==> config.mk <==
export PLATFORM = sky130hd
export DESIGN_NAME = secm_top
export DESIGN_NICKNAME = d
export VERILOG_FILES = /design/src/rtl/secm_bucket.v /design/src/rtl/secm_top.v
export VERILOG_INCLUDE_DIRS = /design/src /design/src/rtl
export SDC_FILE = /design/constraint.sdc
export NUM_CORES = 1
export LEC_CHECK = 0
export BUFFER_PORTS_ARGS = -buffer_cell sky130_fd_sc_hd__buf_2
export CAP_MARGIN = 5
export CORE_UTILIZATION = 54
export CTS_BUF_LIST = sky130_fd_sc_hd__clkbuf_4
export DETAILED_ROUTE_END_ITERATION = 8
export PLACE_DENSITY = 0.87
export SLEW_MARGIN = 20
export SYNTH_ARGS = -nofsm -noshare
export SYNTH_HDL_FRONTEND = slang
export SYNTH_SLANG_ARGS = --single-unit
==> constraint.sdc <==
create_clock -name clk -period 3.2 [get_ports clk]
set_input_delay 0.48 -clock clk [delete_from_list [all_inputs] [get_ports clk]]
set_output_delay 0.48 -clock clk [all_outputs]
set_load 0.03 [all_outputs]
==> src/rtl/secm_defs.vh <==
`ifndef SECM_DEFS_VH
`define SECM_DEFS_VH

// ----------------------------------------
// Leaky bucket for soft errors
// ----------------------------------------
`define SECM_BUCKET_W 4
`define SECM_BUCKET_ADD 4'h4
`define SECM_BUCKET_LIMIT 4'hc
`define SECM_LEAK_PERIOD 8'h40

// ----------------------------------------
// Recovery timing and lane count
// ----------------------------------------
`define SECM_RESET_HOLD_CYCLES 4'h8
`define SECM_LANES 4

`endif

==> src/rtl/secm_bucket.v <==
`timescale 1ns/1ps
// ----------------------------------------
// Leaky bucket soft error burst detector
// ----------------------------------------
module secm_bucket #(
  parameter W = 4,
  parameter [3:0] ADD = 4'h4,
  parameter [3:0] LIMIT = 4'hc,
  parameter [7:0] LEAK = 8'h40
) (
  // Clock and reset
  input wire clk,
  input wire rst,
  // Event in, burst out
  input wire soft_in,
  output reg burst
);
  reg [W:0] fill_reg;
  reg [7:0] leak_reg;
  wire leak_tick;
  wire [W:0] sum;

  assign leak_tick = (leak_reg == LEAK - 8'h01);
  assign sum = fill_reg + {1'b0, ADD};

  // Each soft error adds while fill is at or under the limit; fill drains by one per leak period on an error-free tick
  always @(posedge clk) begin
    if (rst) begin
      fill_reg <= {(W+1){1'b0}};
      leak_reg <= 8'h00;
      burst <= 1'b0;
    end else begin
      leak_reg <= leak_tick ? 8'h00 : leak_reg + 8'h01;
      // Fill stops once over the limit so a long burst cannot wrap it to empty
      if (soft_in) begin
        if (fill_reg <= {1'b0, LIMIT}) begin
          fill_reg <= sum;
        end
      end else if (leak_tick && fill_reg != {(W+1){1'b0}}) begin
        fill_reg <= fill_reg - {{W{1'b0}}, 1'b1};
      end
      // One isolated error never reaches the limit
      burst <= soft_in && (sum > {1'b0, LIMIT});
    end
  end
endmodule

==> src/rtl/secm_top.v <==
`timescale 1ns/1ps
`include "secm_defs.vh"

module secm_top #(
  parameter LANES = `SECM_LANES,
  parameter SIMPLEX = 0,
  parameter TX_ONLY = 0,
  parameter DW = 16
) (
  // Clock and reset
  input wire clk,
  input wire rst,
  // Per-lane receive symbol status
  input wire [LANES-1:0] rx_code_invalid,
  input wire [LANES-1:0] rx_disp_err,
  // Per-lane buffer and lock status
  input wire [LANES-1:0] tx_buf_err,
  input wire [LANES-1:0] rx_buf_err,
  input wire [LANES-1:0] lock_lost,
  // Protocol engine events
  input wire tx_bad_ctrl,
  input wire rx_unknown_ctrl,
  input wire rx_sof,
  input wire rx_eof,
  input wire rx_data_beat,
  input wire ufc_len_bad,
  // Lane init progress from lane engines
  input wire [LANES-1:0] lane_init_done,
  input wire bond_done,
  // Receive data path
  input wire [DW-1:0] rx_data_in,
  input wire rx_valid_in,
  // Status outputs
  output reg soft_err,
  output reg hard_err,
  output reg rx_hard_err,
  output reg frame_err,
  output reg [LANES-1:0] lane_up,
  output reg channel_up,
  output reg init_restart,
  // Delivered receive data
  output reg [DW-1:0] rx_data_out,
  output reg rx_valid_out
);

  // ----------------------------------------
  // Error classification
  // ----------------------------------------
  localparam ST_RESET = 3'b001;
  localparam ST_INIT = 3'b010;
  localparam ST_UP = 3'b100;

  reg [2:0] state_reg;
  reg [2:0] state_next;
  reg [3:0] hold_reg;
  reg frame_open_reg;
  wire soft_now;
  wire burst;
  wire tx_hard;
  wire rx_hard;
  wire any_hard;
  wire frame_now;
  wire all_lanes;
  reg frame_has_data_reg;

  // Receive symbol faults, any lane, counted per cycle
  assign soft_now = (TX_ONLY == 0) && ((|rx_code_invalid) || (|rx_disp_err));

  // Soft bursts only reach hard error through the bucket
  secm_bucket #(
    .W(`SECM_BUCKET_W),
    .ADD(`SECM_BUCKET_ADD),
    .LIMIT(`SECM_BUCKET_LIMIT),
    .LEAK(`SECM_LEAK_PERIOD)
  ) u_bucket (
    .clk(clk),
    .rst(rst),
    .soft_in(soft_now),
    .burst(burst)
  );

  assign tx_hard = (TX_ONLY != 0 || SIMPLEX == 0) && ((|tx_buf_err) || tx_bad_ctrl);
  assign rx_hard = (TX_ONLY == 0) && ((|rx_buf_err) || burst);
  assign any_hard = tx_hard || rx_hard || (|lock_lost);

  // Empty frame, nested start, orphan end, bad control, bad flow length
  assign frame_now = (TX_ONLY == 0) && (
    (rx_eof && frame_open_reg && !frame_has_data_reg && !rx_data_beat && !rx_sof)
    || (rx_sof && rx_eof && !frame_open_reg && !rx_data_beat)
    || (rx_sof && frame_open_reg)
    || (rx_eof && !frame_open_reg && !rx_sof)
    || rx_unknown_ctrl
    || ufc_len_bad);

  // ----------------------------------------
  // Frame tracking
  // ----------------------------------------
  // Tracks open frame and whether any data arrived; single-beat frames
  // (start and end together) carrying data count as valid
  always @(posedge clk) begin
    if (rst || state_reg != ST_UP) begin
      frame_open_reg <= 1'b0;
      frame_has_data_reg <= 1'b0;
    end else if (rx_sof && !rx_eof) begin
      frame_open_reg <= 1'b1;
      frame_has_data_reg <= rx_data_beat;
    end else if (rx_eof) begin
      frame_open_reg <= 1'b0;
      frame_has_data_reg <= 1'b0;
    end else if (rx_data_beat) begin
      frame_has_data_reg <= 1'b1;
    end
  end

  // ----------------------------------------
  // Initialization control
  // ----------------------------------------
  assign all_lanes = &lane_init_done;

  // Restart on any hard error from any state except reset hold
  always @* begin
    state_next = state_reg;
    case (state_reg)
      ST_RESET: begin
        // A hard error at the end of the hold keeps the restart going
        if (hold_reg == 4'h0 && !any_hard) begin
          state_next = ST_INIT;
        end
      end
      ST_INIT: begin
        if (any_hard) begin
          state_next = ST_RESET;
        end else if (all_lanes && (bond_done || LANES == 1)) begin
          state_next = ST_UP;
        end
      end
      ST_UP: begin
        if (any_hard || !all_lanes) begin
          state_next = ST_RESET;
        end
      end
      default: begin
        state_next = ST_RESET;
      end
    endcase
  end

  // Reset hold gives lane engines time to clear before re-init
  always @(posedge clk) begin
    if (rst) begin
      state_reg <= ST_RESET;
      hold_reg <= `SECM_RESET_HOLD_CYCLES;
    end else begin
      state_reg <= state_next;
      if (state_next == ST_RESET && state_reg != ST_RESET) begin
        hold_reg <= `SECM_RESET_HOLD_CYCLES;
      end else if (state_reg == ST_RESET && hold_reg != 4'h0) begin
        hold_reg <= hold_reg - 4'h1;
      end
    end
  end

  // ----------------------------------------
  // Registered outputs
  // ----------------------------------------
  // Hard error follows its causes one cycle later and stays high for as long as a cause persists
  always @(posedge clk) begin
    if (rst) begin
      soft_err <= 1'b0;
      hard_err <= 1'b0;
      rx_hard_err <= 1'b0;
      frame_err <= 1'b0;
      init_restart <= 1'b1;
    end else begin
      soft_err <= soft_now;
      hard_err <= (SIMPLEX != 0) ? (tx_hard || (|lock_lost)) : any_hard;
      rx_hard_err <= (SIMPLEX != 0) && rx_hard;
      frame_err <= frame_now;
      init_restart <= (state_next == ST_RESET);
    end
  end

  // Lane and channel status; cleared while restarting
  always @(posedge clk) begin
    if (rst || state_next == ST_RESET) begin
      lane_up <= {LANES{1'b0}};
      channel_up <= 1'b0;
    end else begin
      lane_up <= lane_init_done;
      channel_up <= (state_next == ST_UP);
    end
  end

  // Data is not gated or buffered; valid stays low until fully up
  always @(posedge clk) begin
    if (rst) begin
      rx_data_out <= {DW{1'b0}};
      rx_valid_out <= 1'b0;
    end else begin
      rx_data_out <= rx_data_in;
      rx_valid_out <= rx_valid_in && (state_reg == ST_UP) && all_lanes && (state_next == ST_UP);
    end
  end

endmodule

# == Word-level counts from Yosys, hierarchy flattened ==
# Index checks and enable logic that the tools add are counted.
# classes
muxes,13
addsub,4
reduce_logical,55
n_lt_le_gt_ge,2
eq_ne,9
# op_table
operator,n
1-bit logical AND,20
4-bit OR reduction,5
5-bit two-way mux,3
1-bit logical OR,13
3-bit two-way mux,4
3-bit case mux with 3 select lines,1
8-bit by 1-bit adder with 8-bit output (second input constant),1
8-bit by 6-bit equality test with 1-bit output (second input constant),1
1-bit zero test,7
3-bit by 1-bit equality test with 1-bit output (second input constant),2
3-bit equality test (second input constant),2
5-bit by 3-bit adder with 5-bit output (second input constant),1
5-bit by 4-bit > comparator with 1-bit output (second input constant),1
5-bit by 4-bit less-or-equal comparator with 1-bit output (second input constant),1
1-bit two-way mux,5
5-bit nonzero test,1
5-bit by 1-bit subtractor with 5-bit output (second input constant),1
4-bit zero test,1
4-bit AND reduction,1
2-bit nonzero test,2
4-bit nonzero test,1
2-bit OR reduction,2
4-bit by 1-bit subtractor with 4-bit output (second input constant),1
3-bit by 2-bit equality test with 1-bit output (second input constant),1
5 further kinds,5
# totals
input_bits,50
word_cells,98
register_bits,49
out_inout_bits,27

# == Logic depth before layout (Yosys ltp) ==
# Gate-level depths: netlist of run 1.
# logic_depth
ltp_word,11
ltp_mapped,7
mapped_depth_nobuf,7

# == Cells and area by module ==
# Synthesis of run 1 repeated with hierarchy kept, for this count alone.
# unflattened
hier_cells,206
area_unflattened_um2,1991.9
# by_module_without_submodules
mod,seq_area_each_um2,cells_each,area_each_um2,n_inst
secm_top,700.7,124,1273.7,1
secm_bucket,280.3,82,718.2,1

# == Worst setup path after synthesis of run 1 ==
# No wires, ideal clock.
# synth_timing
path_type,input -> register
start,input rx_code_invalid[1]
end,register u_bucket.fill_reg[2]
slack_ps,1391
arrival_ps,1687
path_buffers,0
path_stages,5
cell_sequence,nor4_2 > o211ai_1 > nor4_4 > a21oi_2 > mux2_4
# synth_via
elab_chain_len,4
# synth_rtl
element,line_no,text
start: declaration,secm_top.v:14,"input wire [LANES-1:0] rx_code_invalid,"
4-bit OR reduction *,secm_top.v:67,assign soft_now = (TX_ONLY == 0) && ((|rx_code_invalid) || (|rx_disp_err));
1-bit logical OR *,secm_top.v:67,
2-bit inequality test (no line) or 2-bit nonzero test (tied branches),n/a,
2-bit AND reduction (no line),n/a,
end signal: assignment,secm_bucket.v:29,fill_reg <= {(W+1){1'b0}};
end signal: assignment,secm_bucket.v:37,fill_reg <= sum;
end signal: assignment,secm_bucket.v:40,"fill_reg <= fill_reg - {{W{1'b0}}, 1'b1};"
end: declaration,secm_bucket.v:18,reg [W:0] fill_reg;
# Every way passes the cells marked *; elsewhere a longest branch is shown, timed or not.
# A chain may end at the register's enable or synchronous reset.

# == Final worst setup path of run 1 ==
# layout_timing
start,register u_bucket.fill_reg[2]
end,register u_bucket.fill_reg[2]
# layout_via
elab_chain_len,4
# layout_rtl
element
"parallel branches: the longest is 4 deep, another holds 5-bit by 1-bit subtractor with 5-bit output"
# Parallel ways; which one is timed is not known. The select of a mux whose other input is x is not followed.

==> flow_summary.yaml, run 1 <==
critical_path:
  crit_fanout: 7
  crit_type: "flop to flop"
  critPathRequiredTime_ns: 3.46
  path_cells: "inv_1, ha_1, nand2_1, o211ai_1, nor4_4, a21oi_2, mux2_4"
  rrSetupSlack_ns: 1.23
  crit_slowest_cell: "nor4_4"
  max_stage_delay_ns: 0.45
  start_kind: "flop"
  worstPathArrival_ns: 2.23
  end_kind: "flop"
power_and_ir_drop:
  cellLeakagePower_nw: 1.11
  power_mw: 1.33
  pwr_density_cell_nw_per_um2: 539
  ir_drop_mv: 0.390
timing:
  fmax_mhz: 508
  min_period_ns: 1.97
  setup_viol: 0
  rsz0062_at_grt: "false"
  worst_slew_pin_slew_ns: 0.634
  slew_headroom: 0.577
  fin_skew_ns: 0.00871
  finalHoldViolations: 0
  final_max_slew_viol_count: 0
  post-route-period-util: 0.615
  setup_tns_ns: 0
die:
  initial_core_util: 0.583
  die_x_um: 63.2
  die_h_um: 63.2
  dieArea_um2: 3990
  core_area_um2: 3470
  io_pins: 77
  num_rows: 21
clock_network:
  clock_sinks: 49
  clockBufferDepth: 2
  cts_tree: "yes"
  cts-buffers-inserted: 5
  clk_latency_ns: 0.36
  postCtsHoldBufs: 0
  post_cts_buffers: 0
  clk_pin_slew_ns: 0.13
  clock_tree.root_cell: "clkbuf_4"
  ctsResizeCount: 0
  htreeDepth: 2
finish:
  n_antenna_cell: 0
  postLayoutCoreUtil: 0.713
  drive_gt1_frac: 0.324
  final_common_cell: "buf_2"
  ff_latch_area_um2: 981
  final_cell_mix: "buf_2 (75), dfxtp_1 (49), nor2_1 (23)"
  fillers: 279
  multi_input_area_um2: 952
  largest_reg_flops: 16
  syn_to_final_growth_pct: 22.3
  nets: 345
yosys:
  synth.avg_cell_area_um2: 9.63
  ys_ff_latch: 49
  synth-edff-count: 0
  synthDistinctLibCells: 46
  synth_cells: 210
  async_flop_share: 0
  syn-num-nets: 269
  seq_area_frac_synth: 0.485
  synth_top_flop_cell: "dfxtp_1"
  synth_warnings: 0
  syn_area_um2: 2020
global_route:
  grt_max_degree: 38
  grt_pass1_wl_um: 6020
  grt.total_usage: 0.192
  antenna_found_initial: 0
  grt_pass1_vias: 1543
  grt_overflow_total: 0
route:
  viasPerCell: 5.02
  wl_um: 3560
  detail-route-antenna-nets: 0
  drtIter0Drc: 91
  drcViolationCount: 0
  vias: 1672
  firstDrtPassIters: 4
  wl_per_cell_um: 10.7
placed_design:
  numPortBuffers: 75
  gp_congestion: 0.814
  hpwlAfterDp_um: 2690
hold_path:
  hold_path.class: "input pin to flop"
flow_run:
  cap_violations: 0
run_status:
  status: "complete, no violations"
[Yosys cell counts (2+ instances only)]
| cell type | number | area (µm²) |
|---|---|---|
| nor3b_1 | 2 | 15.0 |
| nor3_1 | 6 | 30.0 |
| clkbuf_1 | 3 | 11.3 |
| a211oi_1 | 2 | 15.0 |
| dfxtp_1 | 49 | 981 |
| xnor2_1 | 3 | 26.3 |
| xor2_1 | 5 | 43.8 |
| nand2_1 | 7 | 26.3 |
| nor4_1 | 5 | 31.3 |
| a21oi_1 | 12 | 60.1 |
| nand3_1 | 7 | 35.0 |
| nand2b_1 | 3 | 18.8 |
| nor2b_1 | 19 | 119 |
| nor4_4 | 2 | 42.5 |
| inv_1 | 13 | 48.8 |
| nand4_1 | 2 | 12.5 |
| a31oi_1 | 2 | 12.5 |
| o21ai_0 | 5 | 25.0 |
| nor2_1 | 23 | 86.3 |
| ha_1 | 9 | 113 |
| nor4b_1 | 2 | 17.5 |
| and2_1 | 5 | 31.3 |
[cell type report]
cell class	count	area share
multi-input combinational	142	0.385
inverter	13	0.0197
clock inverter	2	0.00556
clock buffer	6	0.0182
sequential	49	0.397
timing repair buffer	75	0.152
tap	46	0.0233
[path summary, 6_finish.rpt]
path,start,endpoint,cells after the start
setup / recovery,u_bucket.fill_reg[2],u_bucket.fill_reg[2],7
hold reg to reg,u_bucket.leak_reg[0],u_bucket.leak_reg[0],1
setup reg to reg,u_bucket.fill_reg[2],u_bucket.fill_reg[2],7
hold / removal,rx_data_in[4],rx_data_out[4],2
[logic make-up (layout without fill, tap and decap cells)]
group / after synthesis / after routing / synth area share
multiplexers: 2 / 2 / 0.0130
adder cells (fa/ha/maj): 9 / 9 / 0.0557
buffers and inverters: 19 / 96 / 0.0439
other: 1 / 1 / 0.00185
flip-flops: 49 / 49 / 0.485
XOR/XNOR: 8 / 8 / 0.0347
AND/OR/NAND/NOR: 91 / 91 / 0.261
AO/OA/AOI/OAI: 31 / 31 / 0.105
[per-layer routing]
layer  GRT usage  wire length, µm  vias up  part of all wire
met5           0                0        -                 0
met4      0.0852               36        0             0.010
met3      0.0761              257        4             0.072
met2       0.336             1680       66              0.47
met1       0.200             1590      731              0.45
li1            -                -      871                 -
[worst max-delay path, delay by kind of cell, from the launching register on]
kind	cells	cell delay, ns
flip-flops	1	0.43
AO/OA/AOI/OAI	2	0.23
multiplexers	1	0.31
buffers and inverters	1	0.15
AND/OR/NAND/NOR	2	0.52
adder cells (fa/ha/maj)	1	0.24
[per-stage QoR]
stage | instance area, µm² | hold slack [ns] | cells | worst slack [ns]
final | 2470 | 0.309 | 333 | 1.23
after global routing | 2470 | 0.280 | 333 | 1.07
after CTS | 2470 | 0.297 | 333 | 1.22
after detailed placement | 2410 | 0.445 | 325 | 1.15
after global placement | 2410 | 0.439 | 325 | 1.20
after floorplan | 2020 | 0.417 | 210 | 1.39
[report_power, final]
group          leakage (nW)  switching [mW]  internal [mW]
logic                 0.666           0.178          0.152
clock network        0.0360           0.187         0.0965
registers             0.403          0.0517          0.668
(Power assumes the default switching activity.)
==> run 2: changes to the inputs <==
- ABC_AREA: unset -> 1
- CORE_UTILIZATION: 54 -> 46
- PLACE_DENSITY: 0.87 -> 0.78
- clock period: 3.2 -> 1.6 ns (I/O delays scaled with it)
==> flow_summary.yaml, run 2 <==
critical_path:
  worstPathArrival_ns: 1.75
  critPathCapture: "u_bucket.fill_reg[2]"
  crit_type: "flop to flop"
  end_kind: "flop"
  crit_top_cell: "nand2_1"
  start_kind: "flop"
  worstSetupPathDepth: 11
  max_stage_delay_ns: 0.37
  rr_endpoint: "u_bucket.fill_reg[2]"
  critPathTopFamily: "simple AND/OR/NAND/NOR gates"
  critPathRequiredTime_ns: 1.91
  crit_fanout: 5
  rrSetupSlack_ns: 0.16
  path_cells: "ha_1, nand2_1, inv_1, nand2_1, nor2_2, nand3_2, nand2_2, o21ai_1, nand2_1, nand2_1, nor2_1"
  crit_slowest_cell: "dfxtp_2"
  critPathBufInv: 1
  r2r_cells: 11
  reg2reg_from: "u_bucket.leak_reg[0]"
  crit_path_start: "u_bucket.leak_reg[0]"
yosys:
  ys_top_cells_by_count: "nor2_1 (57), inv_1 (53), dfxtp_1 (49), nand2_1 (32), nand3_1 (18)"
  syn-num-nets: 333
  synth_cells: 274
  synthDistinctLibCells: 31
  synth-edff-count: 0
  synth_top_area_cell: "dfxtp_1"
  synth_warnings: 0
  synthTopCellsByArea: "dfxtp_1 (46%), nor2_1 (10%), inv_1 (9.4%)"
  synth.avg_cell_area_um2: 7.71
  syn_area_um2: 2110
  synth.top_cell.area_share: 0.464
  yosysMostFrequentCell: "nor2_1"
  seq_area_frac_synth: 0.464
  ys_ff_latch: 49
  async_flop_share: 0
  synth_top_flop_cell: "dfxtp_1"
power_and_ir_drop:
  cellLeakagePower_nw: 1.38
  power_mw: 2.67
  pwr_density_cell_nw_per_um2: 1010
  ir_drop_mv: 0.664
die:
  io_pins: 77
  dieArea_um2: 4870
  core_area_um2: 4380
  num_rows: 24
  initial_core_util: 0.482
  die_x_um: 69.8
  die_h_um: 69.8
global_route:
  grt_overflow_total: 0
  grt_max_degree: 16
  grt.met3_usage: 0.0480
  grt_pass1_wl_um: 6870
  grtUsageMet2: 0.293
  antenna_found_initial: 0
  top_usage_layer: "met2"
  grt.met1_usage: 0.210
  grt.total_usage: 0.174
  grt_pass1_vias: 1710
finish:
  syn_to_final_growth_pct: 24.9
  drive_gt1_frac: 0.297
  final_common_cell: "buf_2"
  final_cell_mix: "buf_2 (75), nor2_1 (56), inv_1 (53)"
  n_antenna_cell: 0
  postLayoutCoreUtil: 0.602
  largest_reg_flops: 16
  nets: 416
  fin_cells: 409
clock_network:
  postCtsHoldBufs: 0
  cts_tree: "yes"
  clock_tree.root_cell: "clkbuf_4"
  clk_pin_slew_ns: 0.14
  clockBufferDepth: 2
  clk_latency_ns: 0.36
  cts-buffers-inserted: 5
  clock_sinks: 49
  htreeDepth: 2
route:
  firstDrtPassIters: 4
  detail-route-antenna-nets: 0
  wl_per_cell_um: 9.85
  drcViolationCount: 0
  drtIter0Drc: 135
  wl_um: 4030
  vias: 1925
  viasPerCell: 4.71
run_status:
  status: "complete, no violations"
hold_path:
  hold_path.class: "input pin to flop"
  hold_start: "rx_eof"
timing:
  rsz0062_at_grt: "true"
  fmax_mhz: 693
  setup_viol: 0
  setup_tns_ns: 0
  min_period_ns: 1.44
  post-route-period-util: 0.902
  finalHoldViolations: 0
  final_max_slew_viol_count: 0
  fin_skew_ns: 0.00766
placed_design:
  place_inst: 401
  gp_congestion: 0.861
  hpwlAfterDp_um: 3050
  numPortBuffers: 75
flow_run:
  cap_violations: 0
==> run 2: changes by cell type in the layout (fill, tap and decap cells not counted), sizes merged, moves of 8 or more <==
cell   change
inv       +39
nand2     +29
nand3     +12
nor2      +37
nor2b     -19
nor4       -8
==> run 2: worst min path at each step <==
| stage | end | cells past startpoint |
|---|---|---|
| floorplan | frame_has_data_reg | 1 |
| global placement | u_bucket.leak_reg[0] | 1 |
| detailed placement | u_bucket.leak_reg[0] | 1 |
| CTS | frame_open_reg | 2 |
| global route | frame_open_reg | 2 |
| finish | frame_has_data_reg | 2 |
==> run 2: cell families (layout without fill, tap and decap cells) <==
| kind of cell | Yosys count | count (layout) | share of synthesized area |
|---|---|---|---|
| XOR/XNOR | 7 | 7 | 0.0290 |
| adder cells (fa/ha/maj) | 9 | 9 | 0.0533 |
| buffers and inverters | 57 | 139 | 0.105 |
| AND/OR/NAND/NOR | 128 | 129 | 0.282 |
| other | 1 | 1 | 0.00177 |
| flip-flops | 49 | 49 | 0.464 |
| AO/OA/AOI/OAI | 23 | 23 | 0.0651 |
==> run 2: layer usage <==
metal,vias to the layer above,share of wire
met2,78,0.47
li1,1007,-
met3,9,0.068
met5,-,0
met4,0,0.015
met1,831,0.44
==> run 2: timing repair <==
action,4_1_cts,5_1_grt
resized for setup,0,5
setup endpoints to repair,0,7
buffers inserted,0,0
==> run 2: worst reg2reg max path: cells and delay by family, from the launching register on <==
kind            cells  cell delay, ns
simple gates        8            0.69
flops               1            0.37
fa+ha+maj           1            0.16
buf+inv             1            0.08
compound gates      1            0.08
==> run 2: through the flow <==
stage	setup WS [ns]	hold WS (ns)	area (µm²)
floorplan	0.257	0.318	2110
global placement	0.193	0.431	2560
detailed placement	0.114	0.442	2560
CTS	0.0816	0.0385	2620
global route	-0.0199	0.0247	2640
finish	0.156	0.0487	2640
==> run 2: report_power, final <==
group	switching (mW)	internal (mW)
logic	0.418	0.307
clock network	0.386	0.166
registers	0.0610	1.33
==> run 2: final cells by class <==
| type | instances | area (µm²) |
|---|---|---|
| clock inverters | 2 | 16.3 |
| fillers | 383 | 1750 |
| clock buffers | 5 | 37.5 |
| multi-input cells | 169 | 932 |
| inverters | 53 | 199 |
| well taps | 52 | 65.1 |
| repair buffers | 79 | 405 |
| flip-flops and latches | 49 | 983 |
==> run 3: changes to the inputs <==
- ABC_AREA: 1 -> unset
- CORE_UTILIZATION: 46 -> 45
- PLACE_DENSITY: 0.78 -> 0.77
==> flow_summary.yaml, run 3 (same netlist as run 1, synthesis figures left out) <==
timing:
  rsz0062_at_grt: "true"
  fin_skew_ns: 0.00976
  final_max_slew_viol_count: 0
  min_period_ns: 1.61
  post-route-period-util: 1.00
  finalHoldViolations: 0
  fin_ws_ns: -0.00555
  fmax_mhz: 623
  setup_viol: 1
route:
  wl_um: 4280
  dr_wl_met2_um: 2160
  viasPerCell: 4.94
  detail-route-antenna-nets: 0
  firstDrtPassIters: 4
  drcViolationCount: 0
  routed.top_layer: "met4"
  wirelength_met1_um: 1860
  vias: 1837
  drtIter0Drc: 94
  wl_met3_um: 218
  wl_per_cell_um: 11.5
clock_network:
  postCtsHoldBufs: 0
  clock_sinks: 49
  htreeDepth: 2
  clk_latency_ns: 0.36
  cts_tree: "yes"
  clk_pin_slew_ns: 0.15
  clockBufferDepth: 2
  cts-buffers-inserted: 5
  clock_tree.root_cell: "clkbuf_4"
global_route:
  grt.total_usage: 0.190
  antenna_found_initial: 0
  grt_overflow_total: 0
  grt_pass1_wl_um: 7540
  grt_pass1_vias: 1789
  grt_max_degree: 17
die:
  num_rows: 24
  core_area_um2: 4320
  die_h_um: 69.0
  die_x_um: 69.0
  dieArea_um2: 4770
  io_pins: 77
  initial_core_util: 0.468
power_and_ir_drop:
  switching_power_mw: 0.963
  power_mw: 3.11
  cellLeakagePower_nw: 1.29
  combPwrFrac: 0.302
  ir_drop_mv: 0.392
  pwr-share-seq: 0.463
  switching_share: 0.310
  clkPwrFrac: 0.235
  p_int_mw: 2.15
  pwr_density_cell_nw_per_um2: 1090
finish:
  fillers: 375
  syn_to_final_growth_pct: 40.8
  postLayoutCoreUtil: 0.658
  design_area_um2: 2850
  largest_reg_flops: 16
  final_common_cell: "buf_2"
  n_antenna_cell: 0
  drive_gt1_frac: 0.463
  final_cell_mix: "buf_2 (75), dfxtp_1 (43), buf_4 (33)"
  nets: 378
run_status:
  violations: "negative setup slack"
  status: "complete, but fails checks"
critical_path:
  crit_type: "flop to flop"
  worstPathArrival_ns: 1.87
  start_kind: "flop"
  critPathRequiredTime_ns: 1.86
  end_kind: "flop"
  crit_fanout: 4
  r2r_cells: 6
hold_path:
  hold_path_depth: 2
  hold_path.class: "input pin to flop"
placed_design:
  numPortBuffers: 75
  dp_slack_ns: -0.0750
  hpwlAfterDp_um: 3170
  gp_congestion: 0.865
  place_area_um2: 2630
flow_run:
  cap_violations: 0
run 3: path summary, 6_finish.rpt:
kind                                           start                    to  slack, ns
worst max-delay path            u_bucket.leak_reg[0]  u_bucket.fill_reg[2]     -0.006
worst min-delay path                   rx_data_in[9]        rx_data_out[9]       0.07
worst max register to register  u_bucket.leak_reg[0]  u_bucket.fill_reg[2]     -0.006
worst min register to register    frame_has_data_reg    frame_has_data_reg       0.51
run 3: metal layers:
| layer | global-route usage | up-vias |
|---|---|---|
| met1 | 0.222 | 834 |
| met5 | 0 | - |
| li1 | - | 942 |
| met4 | 0.0680 | 0 |
| met2 | 0.333 | 57 |
| met3 | 0.0482 | 4 |
run 3: final cells by class:
cell class,count,area [µm²],area share
Multi-Input combinational cell,142,1040,0.365
Sequential cell,49,988,0.347
Timing Repair Buffer,108,623,0.219
Tap cell,52,65.1,0.0229
Inverter,13,48.8,0.0171
Clock inverter,3,43.8,0.0154
Clock buffer,5,37.5,0.0132
run 3: critical path: stages (launching register included):
cell and delay (ns):
dfxtp_2 0.39, ha_4 0.14, nand3_2 0.05, or2_4 0.26
nor4_4 0.25, a21oi_2 0.11, mux2_4 0.30
run 3: what timing repair did:
item | CTS | global route
setup buffers | 6 | 3
gates resized for setup | 15 | 8
cloned | 0 | 0
pin swaps | 9 | 3
setup endpoints to repair | 6 | 16
run 3: power by group through the flow:
| stage | Sequential [mW] | Clock (mW) | Combinational [mW] |
|---|---|---|---|
| floorplan | 1.50 | 0 | 0.448 |
| global placement | 1.44 | 0 | 0.774 |
| detailed placement | 1.45 | 0 | 0.807 |
| CTS | 1.43 | 0.753 | 0.895 |
| global route | 1.45 | 0.800 | 1.06 |
| finish | 1.44 | 0.731 | 0.939 |
run 3: metrics by stage:
| stage | std cells | hold WS, ns | setup TNS, ns |
|---|---|---|---|
| 3_5_place_dp | 355 | 0.456 | -0.226 |
| 5_1_grt | 372 | 0.0520 | -0.294 |
| 2_1_floorplan | 210 | 0.356 | -0.0889 |
| 6_report | 372 | 0.0750 | -0.00555 |
| 4_1_cts | 369 | 0.0593 | -0.0103 |
| 3_3_place_gp | 355 | 0.447 | -0.0285 |
